$ cat config.mk
export PLATFORM = sky130hd
export DESIGN_NAME = hbpmc_top
export DESIGN_NICKNAME = d
export VERILOG_FILES = /design/src/inc/hbpmc_pkg.sv /design/src/logic/hbpmc_bridge.sv /design/src/logic/hbpmc_channel.sv /design/src/logic/hbpmc_top.sv
export SDC_FILE = /design/constraint.sdc
export NUM_CORES = 1
export LEC_CHECK = 0
export BUFFER_PORTS_ARGS = -buffer_cell sky130_fd_sc_hd__buf_2
export CELL_PAD_IN_SITES_DETAIL_PLACEMENT = 1
export CELL_PAD_IN_SITES_GLOBAL_PLACEMENT = 1
export CORE_MARGIN = 2
export CORE_UTILIZATION = 51
export DETAILED_ROUTE_END_ITERATION = 8
export MAX_ROUTING_LAYER = met4
export PLACE_DENSITY_LB_ADDON = 0.1
export SLEW_MARGIN = 15
export SYNTH_ARGS = -nofsm -noshare
export SYNTH_HDL_FRONTEND = slang
export SYNTH_HIERARCHICAL = 1
export SYNTH_SLANG_ARGS = --single-unit
$ cat constraint.sdc
create_clock -name sys_clk -period 3.49 [get_ports sys_clk]
set_input_delay 0.349 -clock sys_clk [delete_from_list [all_inputs] [get_ports sys_clk]]
set_output_delay 0.349 -clock sys_clk [all_outputs]
set_load 0.05 [all_outputs]
$ cat src/inc/hbpmc_pkg.sv
// Constants and types shared by the half-bridge PWM mode control block
// How it works
// - Logic-supply power-on clears configuration, outputs off
// - Load-supply dropout keeps configuration, resumes afterwards
// - Enable high: normal mode, charge pump, configurable
// - Enable low: sleep, outputs off, registers reset
// - Logic supply low: no bus, cleared, off
// - Reset-occurred flag reads 0 after supply recovery
// - Enable-pin reset also reported by flag zero
// - Continuous or PWM drive per half-bridge, chosen for both sides together
// - Three channels, each with own 8-bit duty
// - Frequency codes 01/10/11 give 80/100/200 Hz
// - Frequency and duty changes apply glitch-free
// - Free-wheel active or passive, passive after reset
// - Two-bit channel assign per bridge, 00 none
// - PWM low side, active free-wheel: high side fills
// - Frequency code 00 stops channel, output off
// - Stopped channel, active free-wheel: the side opposite the enabled one on
package hbpmc_pkg;

  localparam int ADDR_W = 8;
  localparam int DATA_W = 16;
  localparam int NUM_BRIDGES = 8;
  localparam int NUM_CHANNELS = 3;
  localparam int DUTY_W = 8;
  localparam int IRQ_W = 5;

  localparam logic [ADDR_W-1:0] ADDR_ACTIVATION = 8'h00;
  localparam logic [ADDR_W-1:0] ADDR_ASSIGN = 8'h01;
  localparam logic [ADDR_W-1:0] ADDR_FREQ = 8'h02;
  localparam logic [ADDR_W-1:0] ADDR_DECAY = 8'h03;
  localparam logic [ADDR_W-1:0] ADDR_DUTY_BASE = 8'h04;
  localparam logic [ADDR_W-1:0] ADDR_STATUS = 8'h07;
  localparam logic [ADDR_W-1:0] ADDR_IRQ_STATUS = 8'h08;
  localparam logic [ADDR_W-1:0] ADDR_IRQ_MASK = 8'h09;

  localparam logic [15:0] RST_ACTIVATION = 16'h0000;
  localparam logic [15:0] RST_ASSIGN = 16'h0000;
  localparam logic [5:0] RST_FREQ = 6'h00;
  localparam logic [7:0] RST_DECAY = 8'h00;
  localparam logic [7:0] RST_DUTY = 8'h00;
  localparam logic [4:0] RST_IRQ = 5'h00;

  localparam int STATUS_FLAG_BIT = 0;
  localparam int STATUS_LOAD_OK_BIT = 1;
  localparam int STATUS_PUMP_BIT = 2;
  localparam int IRQ_PERIOD_LSB = 0;
  localparam int IRQ_LOAD_DROP_BIT = 3;
  localparam int IRQ_LOAD_BACK_BIT = 4;

  typedef enum logic [1:0] {
    FREQ_STOP = 2'b00,
    FREQ_80 = 2'b01,
    FREQ_100 = 2'b10,
    FREQ_200 = 2'b11
  } hbpmc_freq_t;

  localparam int CLK_HZ = 25_000_000;
  localparam int PWM_STEPS = 256;
  localparam int FREQ_80_HZ = 80;
  localparam int FREQ_100_HZ = 100;
  localparam int FREQ_200_HZ = 200;
  localparam int TICK_W = 11;
  localparam logic [TICK_W-1:0] TICK_LAST_80 = TICK_W'(CLK_HZ / (PWM_STEPS * FREQ_80_HZ) - 1);
  localparam logic [TICK_W-1:0] TICK_LAST_100 = TICK_W'(CLK_HZ / (PWM_STEPS * FREQ_100_HZ) - 1);
  localparam logic [TICK_W-1:0] TICK_LAST_200 = TICK_W'(CLK_HZ / (PWM_STEPS * FREQ_200_HZ) - 1);

endpackage

$ cat src/logic/hbpmc_bridge.sv
// Maps activation, channel assignment and free-wheel onto the eight output stages
`timescale 1ns/1ns
`default_nettype none
module hbpmc_bridge
  import hbpmc_pkg::*;
#(
  parameter int BRIDGES = NUM_BRIDGES
) (
  input wire logic sys_clk,
  input wire logic rst,
  input wire logic drive_ok,
  input wire logic [2*BRIDGES-1:0] activation,
  input wire logic [2*BRIDGES-1:0] channel_assign,
  input wire logic [BRIDGES-1:0] decay_active,
  input wire logic [NUM_CHANNELS-1:0] chan_on,
  output logic [BRIDGES-1:0] high_side_switch,
  output logic [BRIDGES-1:0] low_side_switch
);

  // Index 0 stands for no channel: full on while the side is enabled
  wire logic [3:0] level_by_sel;
  assign level_by_sel = {chan_on, 1'b1};

  for (genvar i = 0; i < BRIDGES; i++) begin : g_bridge
    wire logic [1:0] sel;
    wire logic pwm_used;
    wire logic pwm_level;
    wire logic hs_en;
    wire logic ls_en;
    wire logic fill;
    wire logic hs_next;
    wire logic ls_next;
    assign sel = channel_assign[2*i +: 2];
    assign pwm_used = sel != 2'b00;
    assign pwm_level = level_by_sel[sel];
    assign hs_en = activation[2*i];
    assign ls_en = activation[2*i+1];
    // With active free-wheel the opposite side conducts in the off phase; a stopped channel is all off phase
    assign fill = decay_active[i] && pwm_used && !pwm_level;
    // Both sides enabled would short the supply, so both stay off
    assign hs_next = drive_ok && !(hs_en && ls_en) &&
                     ((hs_en && pwm_level) || (ls_en && fill));
    assign ls_next = drive_ok && !(hs_en && ls_en) &&
                     ((ls_en && pwm_level) || (hs_en && fill));
    always_ff @(posedge sys_clk) begin
      if (rst) begin
        high_side_switch[i] <= 1'b0;
        low_side_switch[i] <= 1'b0;
      end else begin
        high_side_switch[i] <= hs_next;
        low_side_switch[i] <= ls_next;
      end
    end
  end

endmodule
`default_nettype wire

$ cat src/logic/hbpmc_channel.sv
// One PWM channel: shadowed frequency and duty, phase counter, output level
`timescale 1ns/1ns
`default_nettype none
module hbpmc_channel
  import hbpmc_pkg::*;
#(
  parameter int CH_DUTY_W = DUTY_W
) (
  input wire logic sys_clk,
  input wire logic rst,
  input wire logic [1:0] freq_code,
  input wire logic [CH_DUTY_W-1:0] duty,
  output logic pwm_on,
  output logic period_start
);

  logic [1:0] freq_reg;
  logic [CH_DUTY_W-1:0] duty_reg;
  logic [CH_DUTY_W-1:0] phase_reg;
  logic [TICK_W-1:0] tick_reg;

  wire logic [TICK_W-1:0] tick_last;
  wire logic tick_wrap;
  wire logic running;
  wire logic period_end;

  assign tick_last = (freq_reg == FREQ_80) ? TICK_LAST_80 :
                     (freq_reg == FREQ_100) ? TICK_LAST_100 : TICK_LAST_200;
  assign tick_wrap = tick_reg == tick_last;
  assign running = freq_reg != FREQ_STOP;
  // A stopped channel takes new settings at once; a running one only at wrap
  assign period_end = !running || (tick_wrap && (&phase_reg));

  always_ff @(posedge sys_clk) begin
    if (rst) begin
      freq_reg <= FREQ_STOP;
      duty_reg <= '0;
      phase_reg <= '0;
      tick_reg <= '0;
      pwm_on <= 1'b0;
      period_start <= 1'b0;
    end else begin
      if (period_end) begin
        freq_reg <= freq_code;
        duty_reg <= duty;
        phase_reg <= '0;
        tick_reg <= '0;
      end else begin
        tick_reg <= tick_wrap ? '0 : TICK_W'(tick_reg + 1'b1);
        phase_reg <= CH_DUTY_W'(phase_reg + CH_DUTY_W'(tick_wrap));
      end
      pwm_on <= running && (phase_reg < duty_reg);
      period_start <= period_end && (freq_code != FREQ_STOP);
    end
  end

endmodule
`default_nettype wire

$ cat src/logic/hbpmc_top.sv
// Top of the half-bridge PWM mode control: modes, resets, registers, interrupt
`timescale 1ns/1ns
`default_nettype none
module hbpmc_top
  import hbpmc_pkg::*;
(
  input wire logic sys_clk,
  input wire logic reset,
  input wire logic enable_pin,
  input wire logic logic_supply_ok,
  input wire logic load_supply_ok,
  input wire logic [ADDR_W-1:0] reg_addr,
  input wire logic [DATA_W-1:0] reg_wdata,
  input wire logic reg_write,
  input wire logic reg_read,
  output logic [DATA_W-1:0] reg_rdata,
  output logic irq,
  output logic charge_pump_on,
  output logic [NUM_BRIDGES-1:0] high_side_switch,
  output logic [NUM_BRIDGES-1:0] low_side_switch
);

  // Logic-supply loss, power-on and enable low all clear the logic alike
  wire logic logic_rst;
  assign logic_rst = reset || !logic_supply_ok || !enable_pin;

  // Bus is dead while the logic supply is low or the device sleeps
  wire logic bus_live;
  assign bus_live = logic_supply_ok && enable_pin;

  wire logic wr_en;
  wire logic rd_en;
  assign wr_en = reg_write && bus_live && !reset;
  assign rd_en = reg_read && bus_live && !reset;

  wire logic hit_act;
  wire logic hit_assign;
  wire logic hit_freq;
  wire logic hit_decay;
  wire logic hit_status;
  wire logic hit_irq_status;
  wire logic hit_irq_mask;
  assign hit_act = reg_addr == ADDR_ACTIVATION;
  assign hit_assign = reg_addr == ADDR_ASSIGN;
  assign hit_freq = reg_addr == ADDR_FREQ;
  assign hit_decay = reg_addr == ADDR_DECAY;
  assign hit_status = reg_addr == ADDR_STATUS;
  assign hit_irq_status = reg_addr == ADDR_IRQ_STATUS;
  assign hit_irq_mask = reg_addr == ADDR_IRQ_MASK;

  // Configuration registers
  logic [2*NUM_BRIDGES-1:0] bridge_activation_ctrl_reg;
  logic [2*NUM_BRIDGES-1:0] bridge_channel_assign_reg;
  logic [2*NUM_CHANNELS-1:0] pwm_frequency_select_reg;
  logic [NUM_BRIDGES-1:0] decay_path_mode_reg;
  logic [DUTY_W-1:0] duty_reg [NUM_CHANNELS];
  logic reset_occurred_flag_n_reg;
  logic [IRQ_W-1:0] irq_status_reg;
  logic [IRQ_W-1:0] irq_status_next;
  logic [IRQ_W-1:0] irq_mask_reg;
  logic load_ok_reg;

  always_ff @(posedge sys_clk) begin
    if (logic_rst) begin
      bridge_activation_ctrl_reg <= RST_ACTIVATION;
      bridge_channel_assign_reg <= RST_ASSIGN;
      pwm_frequency_select_reg <= RST_FREQ;
      decay_path_mode_reg <= RST_DECAY;
    end else if (wr_en) begin
      if (hit_act) begin
        bridge_activation_ctrl_reg <= reg_wdata;
      end
      if (hit_assign) begin
        bridge_channel_assign_reg <= reg_wdata;
      end
      if (hit_freq) begin
        pwm_frequency_select_reg <= reg_wdata[2*NUM_CHANNELS-1:0];
      end
      if (hit_decay) begin
        decay_path_mode_reg <= reg_wdata[NUM_BRIDGES-1:0];
      end
    end
  end

  // Duty registers and channels, one per PWM channel
  wire logic [NUM_CHANNELS-1:0] chan_on;
  wire logic [NUM_CHANNELS-1:0] chan_period;

  for (genvar c = 0; c < NUM_CHANNELS; c++) begin : g_chan
    wire logic hit_duty;
    assign hit_duty = reg_addr == ADDR_DUTY_BASE + ADDR_W'(c);
    always_ff @(posedge sys_clk) begin
      if (logic_rst) begin
        duty_reg[c] <= RST_DUTY;
      end else if (wr_en && hit_duty) begin
        duty_reg[c] <= reg_wdata[DUTY_W-1:0];
      end
    end
    hbpmc_channel #(
      .CH_DUTY_W(DUTY_W)
    ) u_chan (
      .sys_clk(sys_clk),
      .rst(logic_rst),
      .freq_code(pwm_frequency_select_reg[2*c +: 2]),
      .duty(duty_reg[c]),
      .pwm_on(chan_on[c]),
      .period_start(chan_period[c])
    );
  end

  // Flag reads zero after every reset until software writes a one to it
  always_ff @(posedge sys_clk) begin
    if (logic_rst) begin
      reset_occurred_flag_n_reg <= 1'b0;
    end else if (wr_en && hit_status && reg_wdata[STATUS_FLAG_BIT]) begin
      reset_occurred_flag_n_reg <= 1'b1;
    end
  end

  // Load supply gates the stages and raises events; stored settings are untouched
  always_ff @(posedge sys_clk) begin
    if (logic_rst) begin
      // Healthy level, so no false return event follows reset
      load_ok_reg <= 1'b1;
    end else begin
      load_ok_reg <= load_supply_ok;
    end
  end

  wire logic load_drop;
  wire logic load_back;
  assign load_drop = load_ok_reg && !load_supply_ok;
  assign load_back = !load_ok_reg && load_supply_ok;

  // Sticky events: a new event wins over a write-one clear in the same cycle
  wire logic [IRQ_W-1:0] irq_events;
  wire logic [IRQ_W-1:0] irq_clear;
  assign irq_events = {load_back, load_drop, chan_period};
  assign irq_clear = (wr_en && hit_irq_status) ? reg_wdata[IRQ_W-1:0] : '0;
  assign irq_status_next = (irq_status_reg & ~irq_clear) | irq_events;

  always_ff @(posedge sys_clk) begin
    if (logic_rst) begin
      irq_status_reg <= RST_IRQ;
      irq_mask_reg <= RST_IRQ;
      irq <= 1'b0;
    end else begin
      irq_status_reg <= irq_status_next;
      if (wr_en && hit_irq_mask) begin
        irq_mask_reg <= reg_wdata[IRQ_W-1:0];
      end
      irq <= |(irq_status_reg & irq_mask_reg);
    end
  end

  // Output stages: off in sleep, below logic supply or with the load supply gone
  wire logic drive_ok;
  assign drive_ok = load_supply_ok;

  hbpmc_bridge #(
    .BRIDGES(NUM_BRIDGES)
  ) u_bridge (
    .sys_clk(sys_clk),
    .rst(logic_rst),
    .drive_ok(drive_ok),
    .activation(bridge_activation_ctrl_reg),
    .channel_assign(bridge_channel_assign_reg),
    .decay_active(decay_path_mode_reg),
    .chan_on(chan_on),
    .high_side_switch(high_side_switch),
    .low_side_switch(low_side_switch)
  );

  always_ff @(posedge sys_clk) begin
    if (logic_rst) begin
      charge_pump_on <= 1'b0;
    end else begin
      charge_pump_on <= 1'b1;
    end
  end

  // Read-back mux; unmapped addresses read zero
  wire logic [DATA_W-1:0] global_status_one;
  assign global_status_one = DATA_W'({charge_pump_on, load_ok_reg, reset_occurred_flag_n_reg});

  wire logic [2:0] duty_idx;
  wire logic hit_duty_any;
  assign duty_idx = 3'(reg_addr - ADDR_DUTY_BASE);
  assign hit_duty_any = (reg_addr >= ADDR_DUTY_BASE) &&
                        (reg_addr < ADDR_DUTY_BASE + ADDR_W'(NUM_CHANNELS));

  wire logic [DATA_W-1:0] rd_mux;
  assign rd_mux = hit_act ? bridge_activation_ctrl_reg :
                  hit_assign ? bridge_channel_assign_reg :
                  hit_freq ? DATA_W'(pwm_frequency_select_reg) :
                  hit_decay ? DATA_W'(decay_path_mode_reg) :
                  hit_duty_any ? DATA_W'(duty_reg[duty_idx[1:0]]) :
                  hit_status ? global_status_one :
                  hit_irq_status ? DATA_W'(irq_status_reg) :
                  hit_irq_mask ? DATA_W'(irq_mask_reg) : '0;

  always_ff @(posedge sys_clk) begin
    if (reset) begin
      reg_rdata <= '0;
    end else begin
      reg_rdata <= rd_en ? rd_mux : '0;
    end
  end

endmodule
`default_nettype wire

==> run metrics, run 1 <==
crit path capture g_chan[0].u_chan/phase_reg[4]$_SDFF_PP0_; maximum vdd drop 0.2841 mV; Crit-path slowest cell dfxtp_1; antenna violations before repair 0; clk slew on worst S/H paths 0.06 ns; Combinational Power Share 3.2%; dpl cells 1338; clock share of power 48.6%; synth warn 6; die width 143.0 um; Required @ worst endpoint roughly 3.9 ns; most frequent cells in the layout 185 x dfxtp_1, 123 x nor2_1, 88 x nand3_1, 76 x nand2_1, 73 x mux2i_1; P_leak around 4.1 nW; nature of the critical path endpoint flop; Worst-Margin Slew 1.110 ns; vias in the first global route a little over 8000; MaxCap Viol Count 0; Die Height approximately 140 um; Worst setup SP type flop; # diodes 0; Synth Instances 1053; cells on worst reg2reg path 10; total die area about 20000 um2; status finished clean; sw power ~1.1 mW; RR Endpoint g_chan[0].u_chan/phase_reg[4]$_SDFF_PP0_; post-CTS setup buffers 0; CTS Sinks 209; Mapped Area 9847 um2; pin count of the biggest net entering global routing 49; Fmax approximately 0.42 GHz; post-cts sizing count 0; Hold WC Path Type input pin to flop; CP most frequent cell ha_1; critical path's largest stage delay between 0.3 and 0.4 ns; gr usage total 28.49%; max reg flops 33; max-slew violation count 0; Setup Crit Path Kind flop to flop; Layout Area Growth over Synthesis 12.45%; Nets ~1200; first-pass GRT wire length 44.77 mm; r2r startpoint g_chan[0].u_chan/freq_reg[1]$_SDFFE_PP0P_; DP Worst Slack just over 0.8 ns; via count 7949; post-synthesis register bit count between 200 and 250; crit path DAT 2.80 ns; post-layout min period between 2 and 2.5 ns; Iteration-0 DRC Markers 529; DRC errors left 0; CP Launch Point g_chan[0].u_chan/freq_reg[1]$_SDFFE_PP0P_; RSZ-0062 raised after global routing no; Final TNS setup 0 ns; largest fanout on the critical path 4; total CTS buffers 23; sequential-to-total area share from yosys stat 44.93%; fin util 58.80%; layout cells sized above 1 12.88%; max_slew headroom 25.64%; register share of total power about half; Final Wtd Congestion approximately 0.9; Internal 3.973 mW; # port buffers 64; Post-synth ARST share 0%; vias per cell 5.769; Post-synth EDFFs 24; final hold violations 0; worst clock skew 0.01424 ns; Power Density around 460 nW/um2; routed wire length 27.68 mm; row count 50; most common cell after layout, fill and taps aside dfxtp_1; clk root buf clkbuf_16; final setup vio count 0; worst skew pair latency 0.51 ns; clk buf depth 3; IO Count 65; Syn Area/Cell between 9 and 10 um2; Mapped Nets between 1000 and 1500; TritonCTS clock tree yes; critical-path cell list inv_1 -> ha_1 -> xnor2_1 -> nor3_1 -> and2_2 -> ha_1 -> ha_1 -> nand3_1 -> xor2_1 -> nor2_1; Initial Util 52.29%; fin cells 1378; hold_buf cts 0; min setup slack post-route between 1 and 1.5 ns; GR Overflow Total 0; Hold WS 0.09134 ns; leading register cell type out of synthesis dfxtp_1; core area about 19000 um2; Synth cell types 71; setup slack, reg-to-reg 1.13 ns; Net Sw Frac ~22%; htree depth 1; post-route antenna net violation count 0; wire per inst 20.09 um; DRT Pass-1 Iters 5; period utilization 67.70%; Detailed Place HPWL 18.83 mm
## cells by family (layout without fill, tap and decap cells)
| kind of cell | after synthesis | in the layout | share of synthesized area [%] |
|---|---|---|---|
| simple gates | 436 | 436 | 22.55 |
| compound gates | 140 | 140 | 9.606 |
| buf+inv | 97 | 162 | 4.536 |
| fa+ha+maj | 39 | 39 | 4.956 |
| mux | 83 | 83 | 9.060 |
| flops | 209 | 209 | 44.93 |
| xor+xnor | 49 | 49 | 4.358 |
## stage by stage
stage          power (mW)  cell area, um2
5_1_grt             5.238           11070
6_report            5.091           11070
3_5_place_dp        2.665           10310
2_1_floorplan       2.593            9847
4_1_cts             5.120           11070
3_3_place_gp        2.662           10310
## layer usage
layer | routed length (um) | track usage (%)
met1 | 12250 | 37.13
met4 | 397 | 5.732
met2 | 13410 | 47.27
met3 | 1626 | 4.460
met5 | 0 | -
## power by group through the flow
stage	Clock, mW	Combinational (mW)	Sequential (mW)
global placement	0	0.156	2.51
detailed placement	0	0.158	2.51
finish	2.47	0.163	2.45
global route	2.61	0.173	2.45
CTS	2.51	0.160	2.45
floorplan	0	0.0909	2.50
## cells in the mapped netlist, types with 2 or more instances
| master | n | area share, % |
|---|---|---|
| xnor2_1 | 29 | 2.6 |
| a21o_1 | 9 | 0.69 |
| or3_1 | 6 | 0.38 |
| a41oi_2 | 2 | 0.33 |
| mux2_2 | 5 | 0.57 |
| nor3b_1 | 4 | 0.30 |
| or4bb_1 | 4 | 0.46 |
| o211ai_1 | 9 | 0.69 |
| a32oi_1 | 5 | 0.44 |
| buf_4 | 2 | 0.15 |
| a22oi_1 | 9 | 0.69 |
| and3_1 | 22 | 1.4 |
| nor4b_2 | 2 | 0.30 |
| buf_1 | 4 | 0.15 |
| o31ai_1 | 7 | 0.53 |
| a211oi_1 | 7 | 0.53 |
| nor3_1 | 13 | 0.66 |
| clkbuf_1 | 27 | 1.0 |
| nand2_1 | 76 | 2.9 |
| buf_6 | 9 | 1.0 |
| a31oi_1 | 6 | 0.38 |
| edfxtp_1 | 24 | 7.3 |
| and2_1 | 26 | 1.7 |
| o2111ai_1 | 3 | 0.27 |
| a21oi_1 | 15 | 0.76 |
| ha_1 | 39 | 5.0 |
| nand4_1 | 7 | 0.44 |
| a311o_1 | 2 | 0.20 |
| nand2_2 | 2 | 0.13 |
| o21ai_0 | 50 | 2.5 |
| a221oi_1 | 3 | 0.27 |
| dfxtp_1 | 185 | 38 |
| nor2b_1 | 22 | 1.4 |
| mux4_2 | 4 | 0.91 |
| nand3_1 | 88 | 4.5 |
| o2111a_1 | 2 | 0.23 |
| buf_2 | 5 | 0.25 |
| xor2_1 | 20 | 1.8 |
| nand2b_1 | 17 | 1.1 |
| nor2_1 | 123 | 4.7 |
| a2111oi_0 | 3 | 0.27 |
| mux2i_1 | 73 | 7.4 |
| nand3b_1 | 4 | 0.30 |
| and3_2 | 5 | 0.38 |
| inv_1 | 48 | 1.8 |
## worst max-delay path, delay by kind of cell, from the launching register on
kind / cells / cell delay [ns]
xor gates and xnor gates: 2 / 0.29
and+or+nand+nor: 4 / 0.78
DFF: 1 / 0.39
adders and majority gates: 3 / 0.77
buffers and inverters: 1 / 0.08
## worst min path at each step
stage	to	slack, ns	start	cells after the start
after global placement	g_chan[0].u_chan/tick_reg[0]$_SDFF_PP0_	0.45	g_chan[0].u_chan/tick_reg[0]$_SDFF_PP0_	1
after global routing	bridge_activation_ctrl_reg[8]$_SDFFE_PN0P_	0.09	reg_wdata[8]	3
final	bridge_activation_ctrl_reg[11]$_SDFFE_PN0P_	0.09	reg_wdata[11]	3
after detailed placement	g_chan[1].u_chan/tick_reg[0]$_SDFF_PP0_	0.46	g_chan[1].u_chan/tick_reg[0]$_SDFF_PP0_	1
after floorplan	g_chan[1].u_chan/tick_reg[0]$_SDFF_PP0_	0.43	g_chan[1].u_chan/tick_reg[0]$_SDFF_PP0_	1
after CTS	bridge_activation_ctrl_reg[11]$_SDFFE_PN0P_	0.08	reg_wdata[11]	3
## layout make-up
class                   instances  area, um2
clock inverters                14      145.1
fillers                      2142       7757
clock buffers                  26      616.8
repair buffers                 73      387.9
well taps                     260      325.3
flip-flops and latches        209       4424
inverters                      49      183.9
multi-input cells             747       4990
No activity file was read; power rests on OpenSTA's default activity.
==> run 2, diff against run 1 <==
--- a/config.mk
+++ b/config.mk
@@ -9,7 +9,7 @@
 export CELL_PAD_IN_SITES_DETAIL_PLACEMENT = 1
 export CELL_PAD_IN_SITES_GLOBAL_PLACEMENT = 1
 export CORE_MARGIN = 2
-export CORE_UTILIZATION = 51
+export CORE_UTILIZATION = 47
 export DETAILED_ROUTE_END_ITERATION = 8
 export MAX_ROUTING_LAYER = met4
 export PLACE_DENSITY_LB_ADDON = 0.1
==> constraint.sdc (replaced) <==
create_clock -name sys_clk -period 2.3 [get_ports sys_clk]
set_input_delay 0.23 -clock sys_clk [delete_from_list [all_inputs] [get_ports sys_clk]]
set_output_delay 0.23 -clock sys_clk [all_outputs]
set_load 0.05 [all_outputs]
==> run 2 against run 1 <==
  * Count of clock-buffer cells in the layout grew 17
  * Cell area rose by 4.6%
  * Clock power increased by 49%
  * Total power rose by 51%
  * Sequential power increased by 52%
  * Die area rose by 8.3%
  * Combinational power increased by 73%
==> run metrics, run 2 (same netlist as run 1, synthesis figures left out) <==
status finished clean; final setup vio count 0 (unchanged); GR Overflow Total 0 (unchanged); CTS Sinks 209 (unchanged); clk root buf clkbuf_16; most common cell after layout, fill and taps aside dfxtp_1; Worst setup SP type flop; total die area 22130 um2 (+8.3%); Iteration-0 DRC Markers 519 (-1.9%); via count 8057 (+1.4%); Fmax 0.4666 GHz (+10%); post-route antenna net violation count 0 (unchanged); P_leak 4.327 nW (+5.3%); total power 7.687 mW (+51%); worst clock skew 0.01056 ns (-0.003686 ns); Power Density 664.0 nW/um2 (+44%); wire per inst 19.43 um (-3.3%); Required @ worst endpoint 2.70 ns (-1.23 ns); DRT Pass-1 Iters 5 (unchanged); max_slew headroom 57.45% (+32 points); MaxCap Viol Count 0 (unchanged); placed cell areas 10600 um2 (+2.8%); worst skew pair latency 0.52 ns (about the same); sw power 1.687 mW (+51%); Setup Crit Path Kind flop to flop; first-pass GRT wire length 44.19 mm (-1.3%); pin count of the biggest net entering global routing 40 (-18%); DP Worst Slack 0.06828 ns (-0.7637 ns); vias in the first global route 8162 (-0.086%); total CTS buffers 24 (+4.3%); max-slew violation count 0 (unchanged); Die Height 148.7 um (+4.1%); Nets 1221 (+4.1%); die width 148.7 um (+4.1%); IO Count 65 (unchanged); htree depth 1 (unchanged); Design Area, Final 11580 um2 (+4.6%); nature of the critical path endpoint flop; critical path's largest stage delay 0.51 ns (+0.12 ns); # diodes 0 (unchanged); max reg flops 33 (unchanged); vias per cell 5.599 (-2.9%); Hold WC Path Type input pin to flop; most frequent cells in the layout 179 x dfxtp_1, 121 x nor2_1, 87 x nand3_1, 76 x nand2_1, 73 x mux2i_1; layout cells sized above 1 16.42% (+3.5 points); final hold violations 0 (unchanged); Net Sw Frac 21.94% (about the same); clk slew on worst S/H paths 0.06 ns (about the same); fin util 56.67% (-2.1 points); CP most frequent cell ha_1; gr usage total 25.94% (-2.6 points); Combinational Power Share 3.7% (+0.5 points); clock share of power 47.9% (-0.7 points); register share of total power 48.4% (+0.2 points); TritonCTS clock tree yes; period utilization 93.19% (+25 points); Initial Util 48.20% (-4.1 points); Worst-Margin Slew 0.6324 ns (-0.4780 ns); Final Wtd Congestion 0.8941 (-1.1%); maximum vdd drop 0.6877 mV (+140%); DRC errors left 0 (unchanged); Layout Area Growth over Synthesis 17.57%; min setup slack post-route 0.1566 ns (-0.9706 ns); clk buf depth 3 (unchanged); # port buffers 64 (unchanged); core area 20430 um2 (+8.5%); Detailed Place HPWL 19.81 mm (+5.2%); row count 52 (+4.0%); Crit-path slowest cell or4bb_1; post-layout min period 2.143 ns (-0.2194 ns); antenna violations before repair 0 (unchanged); routed wire length 27.96 mm (+1.0%); largest fanout on the critical path 3 (-1); crit path DAT 2.55 ns (-0.25 ns); critical-path cell list inv_1 -> ha_1 -> or4bb_1 -> nand2_2 -> and3_4 -> ha_1 -> ha_2 -> nand3_1 -> xor2_1 -> nor2_1; Internal 6.001 mW (+51%)
run 2: changes by cell type in the layout (fill, tap and decap cells not counted), sizes merged:
cell         delta
buf            +37
clkbuf         +17
dlygate4sd3    +10
clkinv          -8
bufinv          -3
clkinvlp        -2
run 2: final timing paths:
check / start / cells past startpoint / slack [ns] / end
hold reg to reg: g_chan[0].u_chan/tick_reg[0]$_SDFF_PP0_ / 1 / 0.46 / g_chan[0].u_chan/tick_reg[0]$_SDFF_PP0_
hold / removal: reg_wdata[5] / 3 / 0.09 / decay_path_mode_reg[5]$_SDFFE_PN0P_
setup / recovery: g_chan[2].u_chan/freq_reg[1]$_SDFFE_PP0P_ / 10 / 0.16 / g_chan[2].u_chan/phase_reg[6]$_SDFF_PP0_
setup reg to reg: g_chan[2].u_chan/freq_reg[1]$_SDFFE_PP0P_ / 10 / 0.16 / g_chan[2].u_chan/phase_reg[6]$_SDFF_PP0_
run 2: timing repair:
action	CTS	global route
setup endpoints to repair	1	13
hold endpoints to repair	18	0
hold buffers	10	0
gates resized for setup	2	21
buffers inserted	0	4
pin swaps	1	5
run 2: final cells by class:
type,count,area (um2)
clock buffer,43,753.2
clock inverter,1,5.005
fill,2356,8852
inverter,49,183.9
multi-input combinational,747,5075
sequential,209,4432
tap,270,337.8
timing repair buffer,120,790.8
run 2: worst max-delay path, delay by kind of cell, from the launching register on:
kind,cells,cell delay (ns)
and+or+nand+nor,5,0.93
adders and majority gates,3,0.54
xor gates and xnor gates,1,0.15
buffers and inverters,1,0.06
DFF,1,0.34
run 2: power groups by stage:
stage	sequential, mW	clock [mW]	combinational [mW]
global route	3.72	3.90	0.300
detailed placement	3.80	0	0.262
finish	3.72	3.68	0.282
global placement	3.80	0	0.258
floorplan	3.80	0	0.138
CTS	3.72	3.75	0.277
run 2: layer usage:
| metal | GRT usage, % | vias to the layer above | share of wire [%] |
|---|---|---|---|
| met1 | 33.74 | 3974 | 46 |
| met3 | 4.067 | 50 | 3.9 |
| met4 | 6.571 | 0 | 2.3 |
| li1 | - | 3883 | - |
| met2 | 42.59 | 150 | 48 |
| met5 | - | - | 0 |
run 2: stage by stage:
step	instances	setup TNS, ns	hold WS (ns)
2_1_floorplan	1053	0	0.3315
3_3_place_gp	1381	0	0.4457
3_5_place_dp	1381	0	0.4563
4_1_cts	1435	0	0.06314
5_1_grt	1439	-0.03660	0.08922
6_report	1439	0	0.08728
==> run 3, diff against run 2 <==
--- a/config.mk
+++ b/config.mk
@@ -13,8 +13,8 @@
 export DETAILED_ROUTE_END_ITERATION = 8
 export MAX_ROUTING_LAYER = met4
 export PLACE_DENSITY_LB_ADDON = 0.1
+export SKIP_LAST_GASP = 1
 export SLEW_MARGIN = 15
 export SYNTH_ARGS = -nofsm -noshare
 export SYNTH_HDL_FRONTEND = slang
-export SYNTH_HIERARCHICAL = 1
 export SYNTH_SLANG_ARGS = --single-unit
==> run 3 against run 2 <==
  * Via count rose by 1.2%
  * Non-clock buffer count fell by 8
  * Combinational power barely moved
  * Critical path depth fell by 4
  * Sequential share of layout area rose by 0.42 points
  * Total power rose by 1.1%
  * Cell area fell by 1.3%
  * Core utilization fell by 0.35 points
  * Largest power group is now clock
==> run metrics, run 3 <==
Nets 1230 (+0.74%); crit path DAT 2.58 ns (+0.03 ns); total die area 21970 um2 (-0.72%); Net Sw Frac 21.75% (-0.19 points); clk slew on worst S/H paths 0.06 ns (about the same); IO Count 65 (unchanged); most common cell after layout, fill and taps aside dfxtp_1; worst clock skew 0.01170 ns (+0.001138 ns); Mapped Area 9774 um2 (-0.74%); row count 52 (unchanged); RSZ-0062 raised after global routing yes; Worst setup SP type flop; vias per cell 5.648 (+0.88%); setup slack, reg-to-reg 0.14 ns (about the same); cell family with most CP delay compound AO/OA/AOI/OAI gates; critical-path cell list inv_1 -> ha_1 -> nor4bb_2 -> o211ai_1 -> o31a_1 -> mux2i_1; area share of the largest cell type after synthesis 37.89% (+0.28 points); Final Wtd Congestion 0.8353 (-6.6%); register share of total power 47.9% (-0.5 points); Worst-Margin Slew 0.6546 ns (+0.02221 ns); Detailed Place HPWL 18.97 mm (-4.2%); clock share of power 48.5% (+0.6 points); Syn Area/Cell 9.084 um2 (-2.9%); first-pass GRT wire length 43.42 mm (-1.7%); Critical path buffers and inverters 1 (unchanged); Die Height 148.2 um (-0.36%); CTS Sinks 209 (unchanged); Combinational Power Share 3.6% (about the same); worst skew pair latency 0.51 ns (about the same); via count 8156 (+1.2%); DRT Pass-1 Iters 5 (unchanged); sequential-to-total area share from yosys stat 45.26% (+0.33 points); final setup vio count 0 (unchanged); commonest cells in the synthesized netlist 185 x dfxtp_1, 143 x nand2_1, 96 x nor2_1, 56 x o21ai_0, 55 x mux2i_1; clk root buf clkbuf_16; total CTS buffers 24 (unchanged); layout cells sized above 1 14.14% (-2.3 points); hold depth 2 (-1); max_slew headroom 56.36% (-1.1 points); clk buf depth 3 (unchanged); nature of the critical path endpoint flop; final hold violations 0 (unchanged); gr usage total 25.20% (-0.74 points); Post-synth ARST share 0% (unchanged); placed cell areas 10540 um2 (-0.58%); fin cells 1444 (+0.35%); routed wire length 26.77 mm (-4.2%); post-route antenna net violation count 0 (unchanged); Filler cells 2377 (+0.89%); Layout Area Growth over Synthesis 16.96%; largest fanout on the critical path 11 (+8); MaxCap Viol Count 0 (unchanged); leading area contributor after synthesis dfxtp_1; critical path's largest stage delay 0.63 ns (+0.12 ns); # diodes 0 (unchanged); Hold WC Path Type input pin to flop; maximum vdd drop 0.4901 mV (-29%); Fmax 0.4634 GHz (-0.68%); Setup Crit Path Kind flop to flop; Required @ worst endpoint 2.72 ns (+0.02 ns); P_leak 4.116 nW (-4.9%); synth top area cells dfxtp_1 38%, edfxtp_1 7.4%, mux2i_1 5.6%; total power 7.771 mW (+1.1%); max-slew violation count 0 (unchanged); antenna violations before repair 0 (unchanged); wire per inst 18.54 um (-4.6%); most frequent cell after synthesis dfxtp_1; most frequent cells in the layout 185 x dfxtp_1, 143 x nand2_1, 96 x nor2_1, 64 x buf_2; max reg flops 33 (unchanged); Crit path depth 6 (-4); Power Density 679.7 nW/um2 (+2.4%); Final TNS setup 0 ns (unchanged); Synth cell types 72 (+1.4%); core area 20300 um2 (-0.64%); dpl cells 1393 (+0.87%); Post-synth EDFFs 24 (unchanged); leading register cell type out of synthesis dfxtp_1; synth warn 0 (-6); Synth Instances 1076 (+2.2%); Internal 6.081 mW (+1.3%); htree depth 1 (unchanged); post-layout min period 2.158 ns (+0.01462 ns); post-synthesis register bit count 209 (unchanged); period utilization 93.83% (+0.64 points); DRC errors left 0 (unchanged); # port buffers 64 (unchanged); Mapped Nets 1146 (+2.0%); TritonCTS clock tree yes; Design Area, Final 11430 um2 (-1.3%); die width 148.2 um (-0.36%); Initial Util 48.15% (-0.049 points); sw power 1.690 mW (+0.20%); pin count of the biggest net entering global routing 73 (+83%); cells on worst reg2reg path 6 (-4); status finished clean; vias in the first global route 8281 (+1.5%); Crit-path slowest cell o31a_1; Iteration-0 DRC Markers 417 (-20%); post-CTS setup buffers 0 (unchanged); GR Overflow Total 0 (unchanged)
-- run 3: cell types whose count changed after synthesis, moves of 12 or more --
| cell | previous run | this run |
|---|---|---|
| nand2_1 | 76 | 143 |
| nand3_1 | 88 | 32 |
| nor2_1 | 123 | 96 |
| a21oi_1 | 15 | 38 |
| and2_1 | 26 | 4 |
| nor3_1 | 13 | 32 |
| mux2i_1 | 73 | 55 |
| nor2b_1 | 22 | 6 |
| nor4_1 | 1 | 16 |
| xnor2_1 | 29 | 15 |
| or4b_1 | 1 | 14 |
| xor2_1 | 20 | 33 |
| nand3b_1 | 4 | 16 |
-- run 3: cell type report --
type                            instances  area (um2)  share of cell area (%)
Clock buffer                           35       724.4                   6.337
Clock inverter                          5       50.05                  0.4378
Inverter                               50       188.9                   1.653
Multi-Input combinational cell        763        4961                   43.40
Sequential cell                       209        4424                   38.70
Tap cell                              270       337.8                   2.955
Timing Repair Buffer                  112       745.7                   6.523
-- run 3: path summary, 6_finish.rpt --
path	from	end
worst max-delay path	g_chan[1].u_chan.freq_reg[1]$_SDFFE_PN0P_	g_chan[1].u_chan.duty_reg[3]$_SDFFE_PN0P_
worst min-delay path	load_supply_ok	load_ok_reg$_SDFF_PN1_
worst max register to register	g_chan[1].u_chan.freq_reg[1]$_SDFFE_PN0P_	g_chan[1].u_chan.duty_reg[3]$_SDFFE_PN0P_
worst min register to register	g_chan[1].u_chan.tick_reg[0]$_SDFF_PP0_	g_chan[1].u_chan.tick_reg[0]$_SDFF_PP0_
-- run 3: power groups by stage --
stage                     Combinational (mW)  Sequential, mW  Clock, mW
after CTS                              0.278            3.72       3.83
after detailed placement               0.261            3.80          0
after floorplan                        0.140            3.80          0
after global routing                   0.300            3.72       4.00
final                                  0.280            3.72       3.77
after global placement                 0.258            3.80          0
-- run 3: logic make-up after synthesis --
logic type / Yosys count / share of synthesized area, %
AND/OR/NAND/NOR: 443 / 23.41
AO/OA/AOI/OAI: 171 / 10.96
adder cells (fa/ha/maj): 39 / 4.992
XOR/XNOR: 48 / 4.301
flip-flops: 209 / 45.26
buffers and inverters: 104 / 4.288
multiplexers: 62 / 6.784
-- run 3: routing by layer --
layer  part of all wire, %  wire length [um]  global-route usage [%]  up-vias
met5                     0                 0                       -        -
met4                   1.5               395                   4.762        0
met3                   4.0              1070                   3.160       32
met2                    48             12800                   40.86      139
met1                    47             12500                   34.38     4025
li1                      -                 -                       -     3960
-- run 3: per-stage QoR --
step / setup slack [ns] / utilization (%) / hold WS [ns]
CTS: 0.1420 / 56.26 / 0.001191
global route: -0.02404 / 56.32 / 0.01178
detailed placement: 0.1747 / 51.90 / 0.4470
global placement: 0.2053 / 51.90 / 0.4410
finish: 0.1420 / 56.32 / 0.01825
floorplan: 0.09187 / - / 0.3312
-- run 3: what timing repair did --
action / 4_1_cts / 5_1_grt
hold buffers: 11 / 0
endpoints found under the setup margin: 0 / 2
hold endpoints to repair: 22 / 0
resized for setup: 0 / 2
